## config.mk

```make
export PLATFORM = sky130hd
export DESIGN_NAME = bus_area_select_and_read_wait_control
export DESIGN_NICKNAME = d
export VERILOG_FILES = /design/src/logic/bus_cfg_pkg.sv /design/src/logic/bus_area_select_and_read_wait_control.sv
export SDC_FILE = /design/constraint.sdc
export NUM_CORES = 1
export LEC_CHECK = 0
export BUFFER_PORTS_ARGS = -buffer_cell sky130_fd_sc_hd__buf_2
export CAP_MARGIN = 20
export CELL_PAD_IN_SITES_DETAIL_PLACEMENT = 1
export CELL_PAD_IN_SITES_GLOBAL_PLACEMENT = 2
export CORE_ASPECT_RATIO = 1.2
export CORE_MARGIN = 5
export CORE_UTILIZATION = 31
export DETAILED_ROUTE_END_ITERATION = 8
export PLACE_DENSITY_LB_ADDON = 0.2
export SLEW_MARGIN = 20
export SYNTH_ARGS = -nofsm -noshare
export SYNTH_HDL_FRONTEND = slang
export SYNTH_SLANG_ARGS = --single-unit
```

## constraint.sdc

```tcl
create_clock -name pclk -period 5.01 [get_ports pclk]
set_input_delay 0.7515 -clock pclk [delete_from_list [all_inputs] [get_ports pclk]]
set_output_delay 0.7515 -clock pclk [all_outputs]
set_load 0.02 [all_outputs]
```

## src/logic/bus_cfg_pkg.sv

```systemverilog
// Constants and carriers for the area select and read wait block.
// Assumes a 32-bit APB master and a bus sequencer that issues cycle requests.
package bus_cfg_pkg;

    localparam logic [11:0] area_bus_ctrl_off = 12'h000;
    localparam logic [11:0] read_wait_ctrl_off = 12'h004;

    localparam logic [15:0] area_bus_ctrl_rst = 16'h0000;
    localparam logic [15:0] read_wait_ctrl_rst = 16'hffff;
    localparam logic [15:0] area_bus_wmask = 16'hf800;
    localparam logic [15:0] read_wait_wmask = 16'hff02;
    localparam logic [15:0] read_wait_ones = 16'h00fd;

    localparam int dram_en_bit = 15;
    localparam int mux_io_bit = 14;
    localparam int parallel_bit = 13;
    localparam int rd_duty_bit = 12;
    localparam int byte_sel_bit = 11;
    localparam int area_wait_lsb = 8;
    localparam int dram_pitch_bit = 1;

    localparam logic [2:0] one_state = 3'h1;
    localparam logic [2:0] long_pitch_states = 3'h2;
    localparam logic [2:0] periph_states = 3'h3;
    localparam logic [2:0] mux_io_states = 3'h4;

    typedef enum logic [1:0] {
        st_idle = 2'b00,
        st_base = 2'b01,
        st_wait = 2'b10
    } cyc_state_t;

    typedef struct packed {
        logic start;
        logic [2:0] area;
        logic is_write;
        logic on_chip;
        logic refresh;
        logic write_hi;
        logic write_lo;
        logic addr0;
    } cyc_req_t;

    typedef struct packed {
        logic pin_lo_wr;
        logic pin_a0_hi;
        logic pin_hi_lo;
    } strobe_pins_t;

    typedef struct packed {
        logic dram_space_enable;
        logic mux_io_enable;
        logic parallel_access_mode;
        logic read_strobe_duty;
        logic byte_strobe_select;
    } bus_mode_t;

endpackage

```

## src/logic/bus_area_select_and_read_wait_control.sv

```systemverilog
// APB register pair for area select and read wait control, plus the
// state counter that times one external bus cycle from those settings.
// Assumes presetn is the power-on reset; manual reset never reaches here.
`timescale 1ns/100ps

module bus_area_select_and_read_wait_control (
    input wire logic pclk,
    input wire logic presetn,
    input wire logic psel,
    input wire logic penable,
    input wire logic pwrite,
    input wire logic [11:0] paddr,
    input wire logic [31:0] pwdata,
    output logic [31:0] prdata,
    output logic pready,
    output logic pslverr,
    input wire bus_cfg_pkg::cyc_req_t req,
    input wire logic [1:0] long_wait_a02,
    input wire logic [1:0] long_wait_a6,
    input wire logic [1:0] refresh_wait,
    input wire logic wait_n,
    output bus_cfg_pkg::bus_mode_t mode,
    output logic cyc_busy,
    output logic cyc_done,
    output bus_cfg_pkg::strobe_pins_t strobes
);
    import bus_cfg_pkg::*;

    typedef struct packed {
        logic [15:0] abc;
        logic [15:0] rwc;
        logic [31:0] rdata;
        logic ready;
        logic err;
        cyc_state_t st;
        logic [2:0] cnt;
        logic sample;
        logic busy;
        logic done;
        logic wait_s1;
        logic wait_s2;
        strobe_pins_t pins;
        bus_mode_t mode;
    } state_t;

    state_t s_reg;
    state_t s_next;

    ////////////////////////////////////////////////////////////////////
    always_comb begin
        logic hit_abc;
        logic hit_rwc;
        logic area_en;
        logic [2:0] len;
        logic smp;
        hit_abc = (paddr == area_bus_ctrl_off);
        hit_rwc = (paddr == read_wait_ctrl_off);
        area_en = s_reg.rwc[area_wait_lsb + 32'(req.area)];
        len = one_state;
        smp = 1'b0;
        s_next = s_reg;
        s_next.done = 1'b0;

        // One wait state keeps every bus output registered
        if (psel && penable && !s_reg.ready) begin
            s_next.ready = 1'b1;
            s_next.err = !(hit_abc || hit_rwc);
            s_next.rdata = 32'h0000_0000;
            if (hit_abc) begin
                s_next.rdata[15:0] = s_reg.abc & area_bus_wmask;
            end else if (hit_rwc) begin
                s_next.rdata[15:0] = s_reg.rwc | read_wait_ones;
            end
        end else if (s_reg.ready) begin
            s_next.ready = 1'b0;
            s_next.err = 1'b0;
            if (psel && penable && pwrite && hit_abc) begin
                s_next.abc = pwdata[15:0] & area_bus_wmask;
            end
            if (psel && penable && pwrite && hit_rwc) begin
                s_next.rwc = pwdata[15:0] | read_wait_ones;
            end
        end

        s_next.mode.dram_space_enable = s_reg.abc[dram_en_bit];
        s_next.mode.mux_io_enable = s_reg.abc[mux_io_bit];
        s_next.mode.parallel_access_mode = s_reg.abc[parallel_bit];
        s_next.mode.read_strobe_duty = s_reg.abc[rd_duty_bit];
        s_next.mode.byte_strobe_select = s_reg.abc[byte_sel_bit];

        // Wait pin crosses in from outside
        s_next.wait_s1 = !wait_n;
        s_next.wait_s2 = s_reg.wait_s1;

        // Length of the fixed part and whether the wait pin counts
        if (req.refresh) begin
            if (s_reg.rwc[area_wait_lsb + 1]) begin
                len = long_pitch_states + {1'b0, refresh_wait};
            end
        end else if (req.on_chip && (req.area == 3'h0 || req.area == 3'h7)) begin
            len = one_state;
        end else if (req.on_chip && req.area == 3'h5) begin
            len = periph_states;
        end else if (req.area == 3'h6 && s_reg.abc[mux_io_bit]) begin
            len = mux_io_states;
            smp = 1'b1;
        end else if (req.is_write) begin
            if (req.area == 3'h1 && s_reg.rwc[dram_pitch_bit]) begin
                len = long_pitch_states;
                smp = 1'b1;
            end
        end else if (req.area == 3'h0 || req.area == 3'h2) begin
            len = one_state + {1'b0, long_wait_a02} + 3'h1;
            smp = area_en;
        end else if (req.area == 3'h6) begin
            len = one_state + {1'b0, long_wait_a6} + 3'h1;
            smp = area_en;
        end else if (area_en) begin
            len = long_pitch_states;
            smp = 1'b1;
        end

        unique case (s_reg.st)
            st_idle: begin
                if (req.start) begin
                    s_next.st = st_base;
                    s_next.cnt = len;
                    s_next.sample = smp;
                    s_next.busy = 1'b1;
                    if (s_reg.abc[byte_sel_bit]) begin
                        s_next.pins.pin_lo_wr = req.is_write & (req.write_hi | req.write_lo);
                        s_next.pins.pin_a0_hi = req.write_hi;
                        s_next.pins.pin_hi_lo = req.write_lo;
                    end else begin
                        s_next.pins.pin_lo_wr = req.is_write & req.write_lo;
                        s_next.pins.pin_a0_hi = req.addr0;
                        s_next.pins.pin_hi_lo = req.is_write & req.write_hi;
                    end
                end
            end
            st_base: begin
                s_next.cnt = s_reg.cnt - 3'h1;
                if (s_reg.cnt == 3'h1) begin
                    // Low wait in the last state stretches the cycle
                    if (s_reg.sample && s_reg.wait_s2) begin
                        s_next.st = st_wait;
                    end else begin
                        s_next.st = st_idle;
                        s_next.busy = 1'b0;
                        s_next.done = 1'b1;
                        s_next.pins = '0;
                    end
                end
            end
            st_wait: begin
                if (!s_reg.wait_s2) begin
                    s_next.st = st_idle;
                    s_next.busy = 1'b0;
                    s_next.done = 1'b1;
                    s_next.pins = '0;
                end
            end
            default: begin
                s_next.st = st_idle;
                s_next.busy = 1'b0;
            end
        endcase
    end

    ////////////////////////////////////////////////////////////////////
    // Only power-on reset loads setting defaults; after that only APB writes change them
    always_ff @(posedge pclk or negedge presetn) begin
        if (!presetn) begin
            s_reg <= '0;
            s_reg.abc <= area_bus_ctrl_rst;
            s_reg.rwc <= read_wait_ctrl_rst;
            s_reg.st <= st_idle;
        end else begin
            s_reg <= s_next;
        end
    end

    assign prdata = s_reg.rdata;
    assign pready = s_reg.ready;
    assign pslverr = s_reg.err;
    assign mode = s_reg.mode;
    assign cyc_busy = s_reg.busy;
    assign cyc_done = s_reg.done;
    assign strobes = s_reg.pins;

endmodule

```

==> results of run 1 <==
-- placed cells by master, fill, tap and decap left out, types with 3 or more instances in the layout --
cell type	synthesis	layout
and4b_1	3	3
dfrtp_1	35	35
mux2i_1	9	9
o21ai_0	7	7
a31oi_1	3	3
buf_2	1	69
a22o_1	5	5
ha_1	6	6
a21oi_1	10	10
mux2_4	5	5
nor2b_1	6	6
nor3_1	6	6
dfstp_2	9	9
nand2_1	13	13
nand3b_1	3	3
mux2_2	13	13
nor4_1	3	3
clkbuf_8	0	5
conb_1	1	16
nor2_1	8	8
inv_1	10	10
-- stage by stage --
step           power (uW)  setup WS [ns]  cells  hold slack, ns  utilization
3_3_place_gp          768           2.52    398           0.335        0.347
4_1_cts              1010           2.84    406           0.368        0.358
6_report              994           2.85    406           0.363        0.359
3_5_place_dp          769           2.51    398           0.347        0.347
2_1_floorplan         689           2.70    262           0.331            -
5_1_grt              1070           2.79    406           0.372        0.359
-- worst paths after layout --
kind | startpoint | end | slack, ns | depth (start not counted)
worst max-delay path | paddr[6] | s_next[3] | 2.85 | 5
min in group asynchronous | presetn | prdata[8] | 0.44 | 1
worst max register to register | s_reg[16] | s_reg[14] | 2.97 | 6
max in group asynchronous | presetn | s_reg[61] | 4.18 | 1
worst min register to register | s_next[8] | s_reg[8] | 0.36 | 0
worst min-delay path | s_next[8] | s_reg[8] | 0.36 | 0
-- cells by family (layout without fill, tap and decap cells) --
logic type,Yosys count,after routing,synth area share
simple gates,61,61,0.141
buf+inv,58,88,0.141
compound gates,48,48,0.129
flops,44,44,0.424
mux,29,29,0.136
fa+ha+maj,6,6,0.0286
other cells,1,16,0.00143
-- cell type report --
class	count	area, sq um
flip-flops and latches	44	1110
clock inverters	3	25.0
well taps	114	143
fillers	989	5260
inverters	10	37.5
multi-input cells	160	1200
clock buffers	5	68.8
repair buffers	70	353
-- layer usage --
| layer | vias to the layer above | track usage | part of all wire |
|---|---|---|---|
| met3 | 8 | 0.0387 | 0.061 |
| met4 | 2 | 0.0337 | 0.011 |
| met5 | - | 0 | 0.0021 |
| li1 | 919 | - | - |
| met2 | 56 | 0.223 | 0.51 |
| met1 | 936 | 0.149 | 0.42 |
-- where the power goes --
part / total, uW / internal (uW) / switching, uW
Clock: 238 / 102 / 136
Sequential: 418 / 391 / 26.2
Combinational: 339 / 139 / 200
Total: 994 / 632 / 362
-- worst max-delay path, cell delays in order --
cell	delay, ns
buf_2	0.09
or4_4	0.54
nor4_4	0.37
and2b_4	0.28
mux2_4	0.31
==> qor.yml, run 1 <==
sta:
  fmax_mhz: 462
  post-route-period-util: 0.432
  hold_violations: 0
  finalSetupViolCount: 0
  slew_viol_final: 0
  worst_pin_slew_ns: 0.570
  tns_ns: 0
  period_needed_ns: 2.16
  fin_skew_ns: 0.0104
  relSlewSlack: 0.620
  rsz0062_at_grt: "no"
logic_synthesis:
  synthCells: 247
  yosys_warnings: 0
  yosysMostFrequentCell: "buf_4"
  synth-edff-count: 0
  synth.top_cells.by_count: "buf_4 (40), dfrtp_1 (35), mux2_2 (13), nand2_1 (13)"
  synth_top_area_share: 0.333
  yosys_most_used_dff: "dfrtp_1"
  synth_top_area_cell: "dfrtp_1"
  ys_types: 55
  synthArstFlopShare: 1.00
  mappedNetlistArea_sq_um: 2630
  ys_seq_elements: 44
  synthTopCellsByArea: "dfrtp_1 (33%), buf_4 (11%), dfstp_2 (9.0%), mux2_2 (5.6%), mux2i_1 (3.4%)"
  synth-seq-area-share: 0.424
  synth_area_per_cell_sq_um: 10.6
worst_setup_path:
  cp-end-kind: "flip-flop"
  path_class: "input port to flip-flop"
  arrival_ns: 2.35
  path_max_fanout: 5
  startpoint_type: "input port"
  worstPathRequired_ns: 5.20
clock_network:
  hold_buffers: 0
  ctsResizeCount: 0
  clock_latency_ns: 0.30
  clk_pin_slew_worst_paths_ns: 0.09
  htreeDepth: 2
  ctsLongestPathBuffers: 2
  cts_tree: "done"
  cts.sinks: 44
  cts_buffers: 5
  cts_setup_buffers: 0
  cts-root-buf: "clkbuf_8"
place:
  hpwlAfterDp_mm: 5.00
  io_buffer_count: 70
  place_congestion: 0.777
  place_area_sq_um: 2840
grt:
  grtUsageTotal: 0.127
  overflow: 0
  grt_antenna_before_repair: 1
  grt_max_degree: 45
  grt_pass1_vias: 2184
  grt_first_pass_wirelength_mm: 10.7
route:
  postRouteAntennaNets: 0
  drt-initial-drc-count: 54
  drt-total-wl_mm: 6.28
  wire_per_inst_microns: 15.5
  drt_first_pass_iters: 4
  via_per_inst: 4.73
  drc_errors: 0
  via_count: 1921
run_status:
  outcome: "finished, final reports clean"
finish:
  largest_reg_flops: 16
  synthToLayoutAreaGrowth_pct: 12.0
  final_area_sq_um: 2940
  drive_gt1_frac: 0.394
  nNetsFinal: 363
  antenna_cells: 0
floorplanning:
  die_area_sq_um: 10400
  core_area_sq_um: 8200
  die_h_microns: 111
  rows: 36
  start_util: 0.320
  dieWidth_microns: 94.0
  io_pins: 110
job:
  max-cap-violations: 0
pwr:
  peakVddDrop_mv: 0.133
  leakagePower_uw: 0.00149
  power_density_nw_per_um2: 338
worst_hold_path:
  hold_path.class: "flip-flop to flip-flop"
Note: power is estimated with default switching activity, not from simulation.
==> inputs of run 2 (changes only) <==
--- a/config.mk
+++ b/config.mk
@@ -5,13 +5,14 @@
 export SDC_FILE = /design/constraint.sdc
 export NUM_CORES = 1
 export LEC_CHECK = 0
+export ABC_AREA = 1
 export BUFFER_PORTS_ARGS = -buffer_cell sky130_fd_sc_hd__buf_2
 export CAP_MARGIN = 20
 export CELL_PAD_IN_SITES_DETAIL_PLACEMENT = 1
 export CELL_PAD_IN_SITES_GLOBAL_PLACEMENT = 2
 export CORE_ASPECT_RATIO = 1.2
 export CORE_MARGIN = 5
-export CORE_UTILIZATION = 31
+export CORE_UTILIZATION = 26
 export DETAILED_ROUTE_END_ITERATION = 8
 export PLACE_DENSITY_LB_ADDON = 0.2
 export SLEW_MARGIN = 20
==> constraint.sdc (replaced) <==
create_clock -name pclk -period 2.15 [get_ports pclk]
set_input_delay 0.3225 -clock pclk [delete_from_list [all_inputs] [get_ports pclk]]
set_output_delay 0.3225 -clock pclk [all_outputs]
set_load 0.02 [all_outputs]
==> qor.yml, run 2 <==
clock_network:
  ctsLongestPathBuffers: 2
  cts_setup_buffers: 0
  clk_pin_slew_worst_paths_ns: 0.06
  htreeDepth: 2
  cts_tree: "done"
  cts_buffers: 5
  clock_latency_ns: 0.29
  hold_buffers: 0
  cts.sinks: 44
  ctsResizeCount: 0
  cts-root-buf: "clkbuf_16"
logic_synthesis:
  yosysMostFrequentCell: "nand2_1"
  yosys_warnings: 0
  synthCells: 310
  yosys_most_used_dff: "dfrtp_1"
  mappedNetlistArea_sq_um: 2560
  ys_types: 31
  synth-seq-area-share: 0.434
  synth_top_area_share: 0.342
  synth_top_area_cell: "dfrtp_1"
  synth.top_cells.by_count: "nand2_1 (67), buf_4 (41), dfrtp_1 (35)"
  synth-edff-count: 0
  synth_area_per_cell_sq_um: 8.27
  synthTopCellsByArea: "dfrtp_1 (34%), buf_4 (12%), nand2_1 (9.8%), dfstp_2 (9.2%), o21ai_0 (5.5%)"
  synthArstFlopShare: 1.00
  ys_seq_elements: 44
place:
  hpwlAfterDp_mm: 5.40
  post-place-ws_ns: 0.241
  place_area_sq_um: 2840
  io_buffer_count: 70
  place_congestion: 0.779
finish:
  nNetsFinal: 435
  synthToLayoutAreaGrowth_pct: 17.4
  layout_common_cells: "buf_2 (70), nand2_1 (67), dfrtp_1 (35)"
  drive_gt1_frac: 0.297
  largest_reg_flops: 16
  final_util: 0.314
  mostFrequentLayoutCell: "buf_2"
  antenna_cells: 0
  final_area_sq_um: 3010
  fillCellCount: 1198
run_status:
  outcome: "finished, final reports clean"
worst_setup_path:
  path_max_fanout: 6
  arrival_ns: 2.08
  crit_path_frequent_cell: "nor2_1"
  worstPathRequired_ns: 2.32
  reg2regPathDepth: 8
  startpoint_type: "flip-flop"
  crit_path_max_incr_delay_ns: 0.39
  crit_buf_inv: 1
  crit_cells: 8
  cp-end-kind: "flip-flop"
  cp_top_family: "compound AO/OA/AOI/OAI gates"
  path_class: "flip-flop to flip-flop"
  slowest_stage: "dfrtp_1"
  path_cells: "inv_1 -> ha_1 -> a22o_1 -> nor2_1 -> o21ai_1 -> nor2_1 -> o21ai_0 -> o21a_1"
pwr:
  p_comb_frac: 0.289
  power_density_nw_per_um2: 874
  swShare: 0.333
  power.share.clock: 0.335
  seqPwrFrac: 0.376
  switching_power_uw: 875
  leakagePower_uw: 0.00163
  peakVddDrop_mv: 0.336
  p_int_uw: 1750
floorplanning:
  dieWidth_microns: 101
  die_h_microns: 119
  rows: 39
  start_util: 0.268
  core_area_sq_um: 9560
  io_pins: 110
  die_area_sq_um: 11900
sta:
  setup_slack_ns: 0.239
  worst_pin_slew_ns: 0.593
  period_needed_ns: 1.91
  rsz0062_at_grt: "no"
  fin_skew_ns: 0.00374
  fmax_mhz: 523
  finalSetupViolCount: 0
  slew_viol_final: 0
  relSlewSlack: 0.605
  hold_violations: 0
  post-route-period-util: 0.889
  tns_ns: 0
grt:
  grtUsageTotal: 0.120
  grt_pass1_vias: 2326
  grt_antenna_before_repair: 0
  overflow: 0
  grt_first_pass_wirelength_mm: 11.4
  grt_max_degree: 45
route:
  drt-initial-drc-count: 60
  via_count: 2097
  drt-total-wl_mm: 6.90
  via_per_inst: 4.31
  drt_first_pass_iters: 4
  wire_per_inst_microns: 14.2
  drc_errors: 0
  postRouteAntennaNets: 0
job:
  max-cap-violations: 0
worst_hold_path:
  hold_path.class: "input port to asynchronous set/reset pin"
==> run 2: worst paths after layout <==
path                           start         end  slack, ns
max                        s_reg[17]  strobes[2]       0.24
min                          presetn  strobes[1]       0.12
max reg2reg                s_reg[17]  strobes[2]       0.24
min reg2reg                s_next[8]    s_reg[8]       0.36
max in group asynchronous    presetn  prdata[14]       1.62
min in group pclk             wait_n   s_next[8]       0.18
==> run 2: metal layers <==
layer / global-route usage / up-vias / share of wire
met1: 0.139 / 1003 / 0.42
met2: 0.218 / 42 / 0.53
met4: 0.0312 / 0 / 0.0084
met5: 0 / - / 0
li1: - / 1048 / -
met3: 0.0277 / 4 / 0.045
==> run 2: area by class of cell <==
cell class,count,area (sq um),share of cell area
inverter,33,124,0.0412
multi-input combinational,202,1050,0.348
tap,123,154,0.0512
clock buffer,5,125,0.0416
clock inverter,3,42.5,0.0141
timing repair buffer,77,403,0.134
sequential,44,1110,0.370
==> run 2: kinds of logic (layout without fill, tap and decap cells) <==
| family | after synthesis | count (layout) | share of synthesized area |
|---|---|---|---|
| flops | 44 | 44 | 0.434 |
| simple gates | 120 | 120 | 0.211 |
| other cells | 1 | 16 | 0.00146 |
| buf+inv | 79 | 118 | 0.179 |
| fa+ha+maj | 6 | 6 | 0.0293 |
| compound gates | 56 | 56 | 0.127 |
| mux | 4 | 4 | 0.0176 |
==> run 2: power by group through the flow <==
stage          Combinational [uW]  Sequential [uW]  Clock, uW
3_3_place_gp                  756             1000          0
4_1_cts                       777              989        916
3_5_place_dp                  774             1000          0
2_1_floorplan                 554             1010          0
5_1_grt                       854             1000        945
6_report                      760              988        881
==> run 2: through the flow <==
stage          power [uW]  cells  hold WS (ns)
2_1_floorplan        1560    325        0.0269
3_3_place_gp         1760    479         0.344
3_5_place_dp         1780    479         0.341
4_1_cts              2680    487         0.147
5_1_grt              2800    487         0.172
6_report             2630    487         0.118
==> run 2: worst reg2reg max path, delay by kind of cell (launching register included) <==
| kind | cells | cell delay, ns |
|---|---|---|
| flops | 1 | 0.39 |
| compound gates | 4 | 0.63 |
| buf+inv | 1 | 0.08 |
| simple gates | 2 | 0.42 |
| fa+ha+maj | 1 | 0.27 |
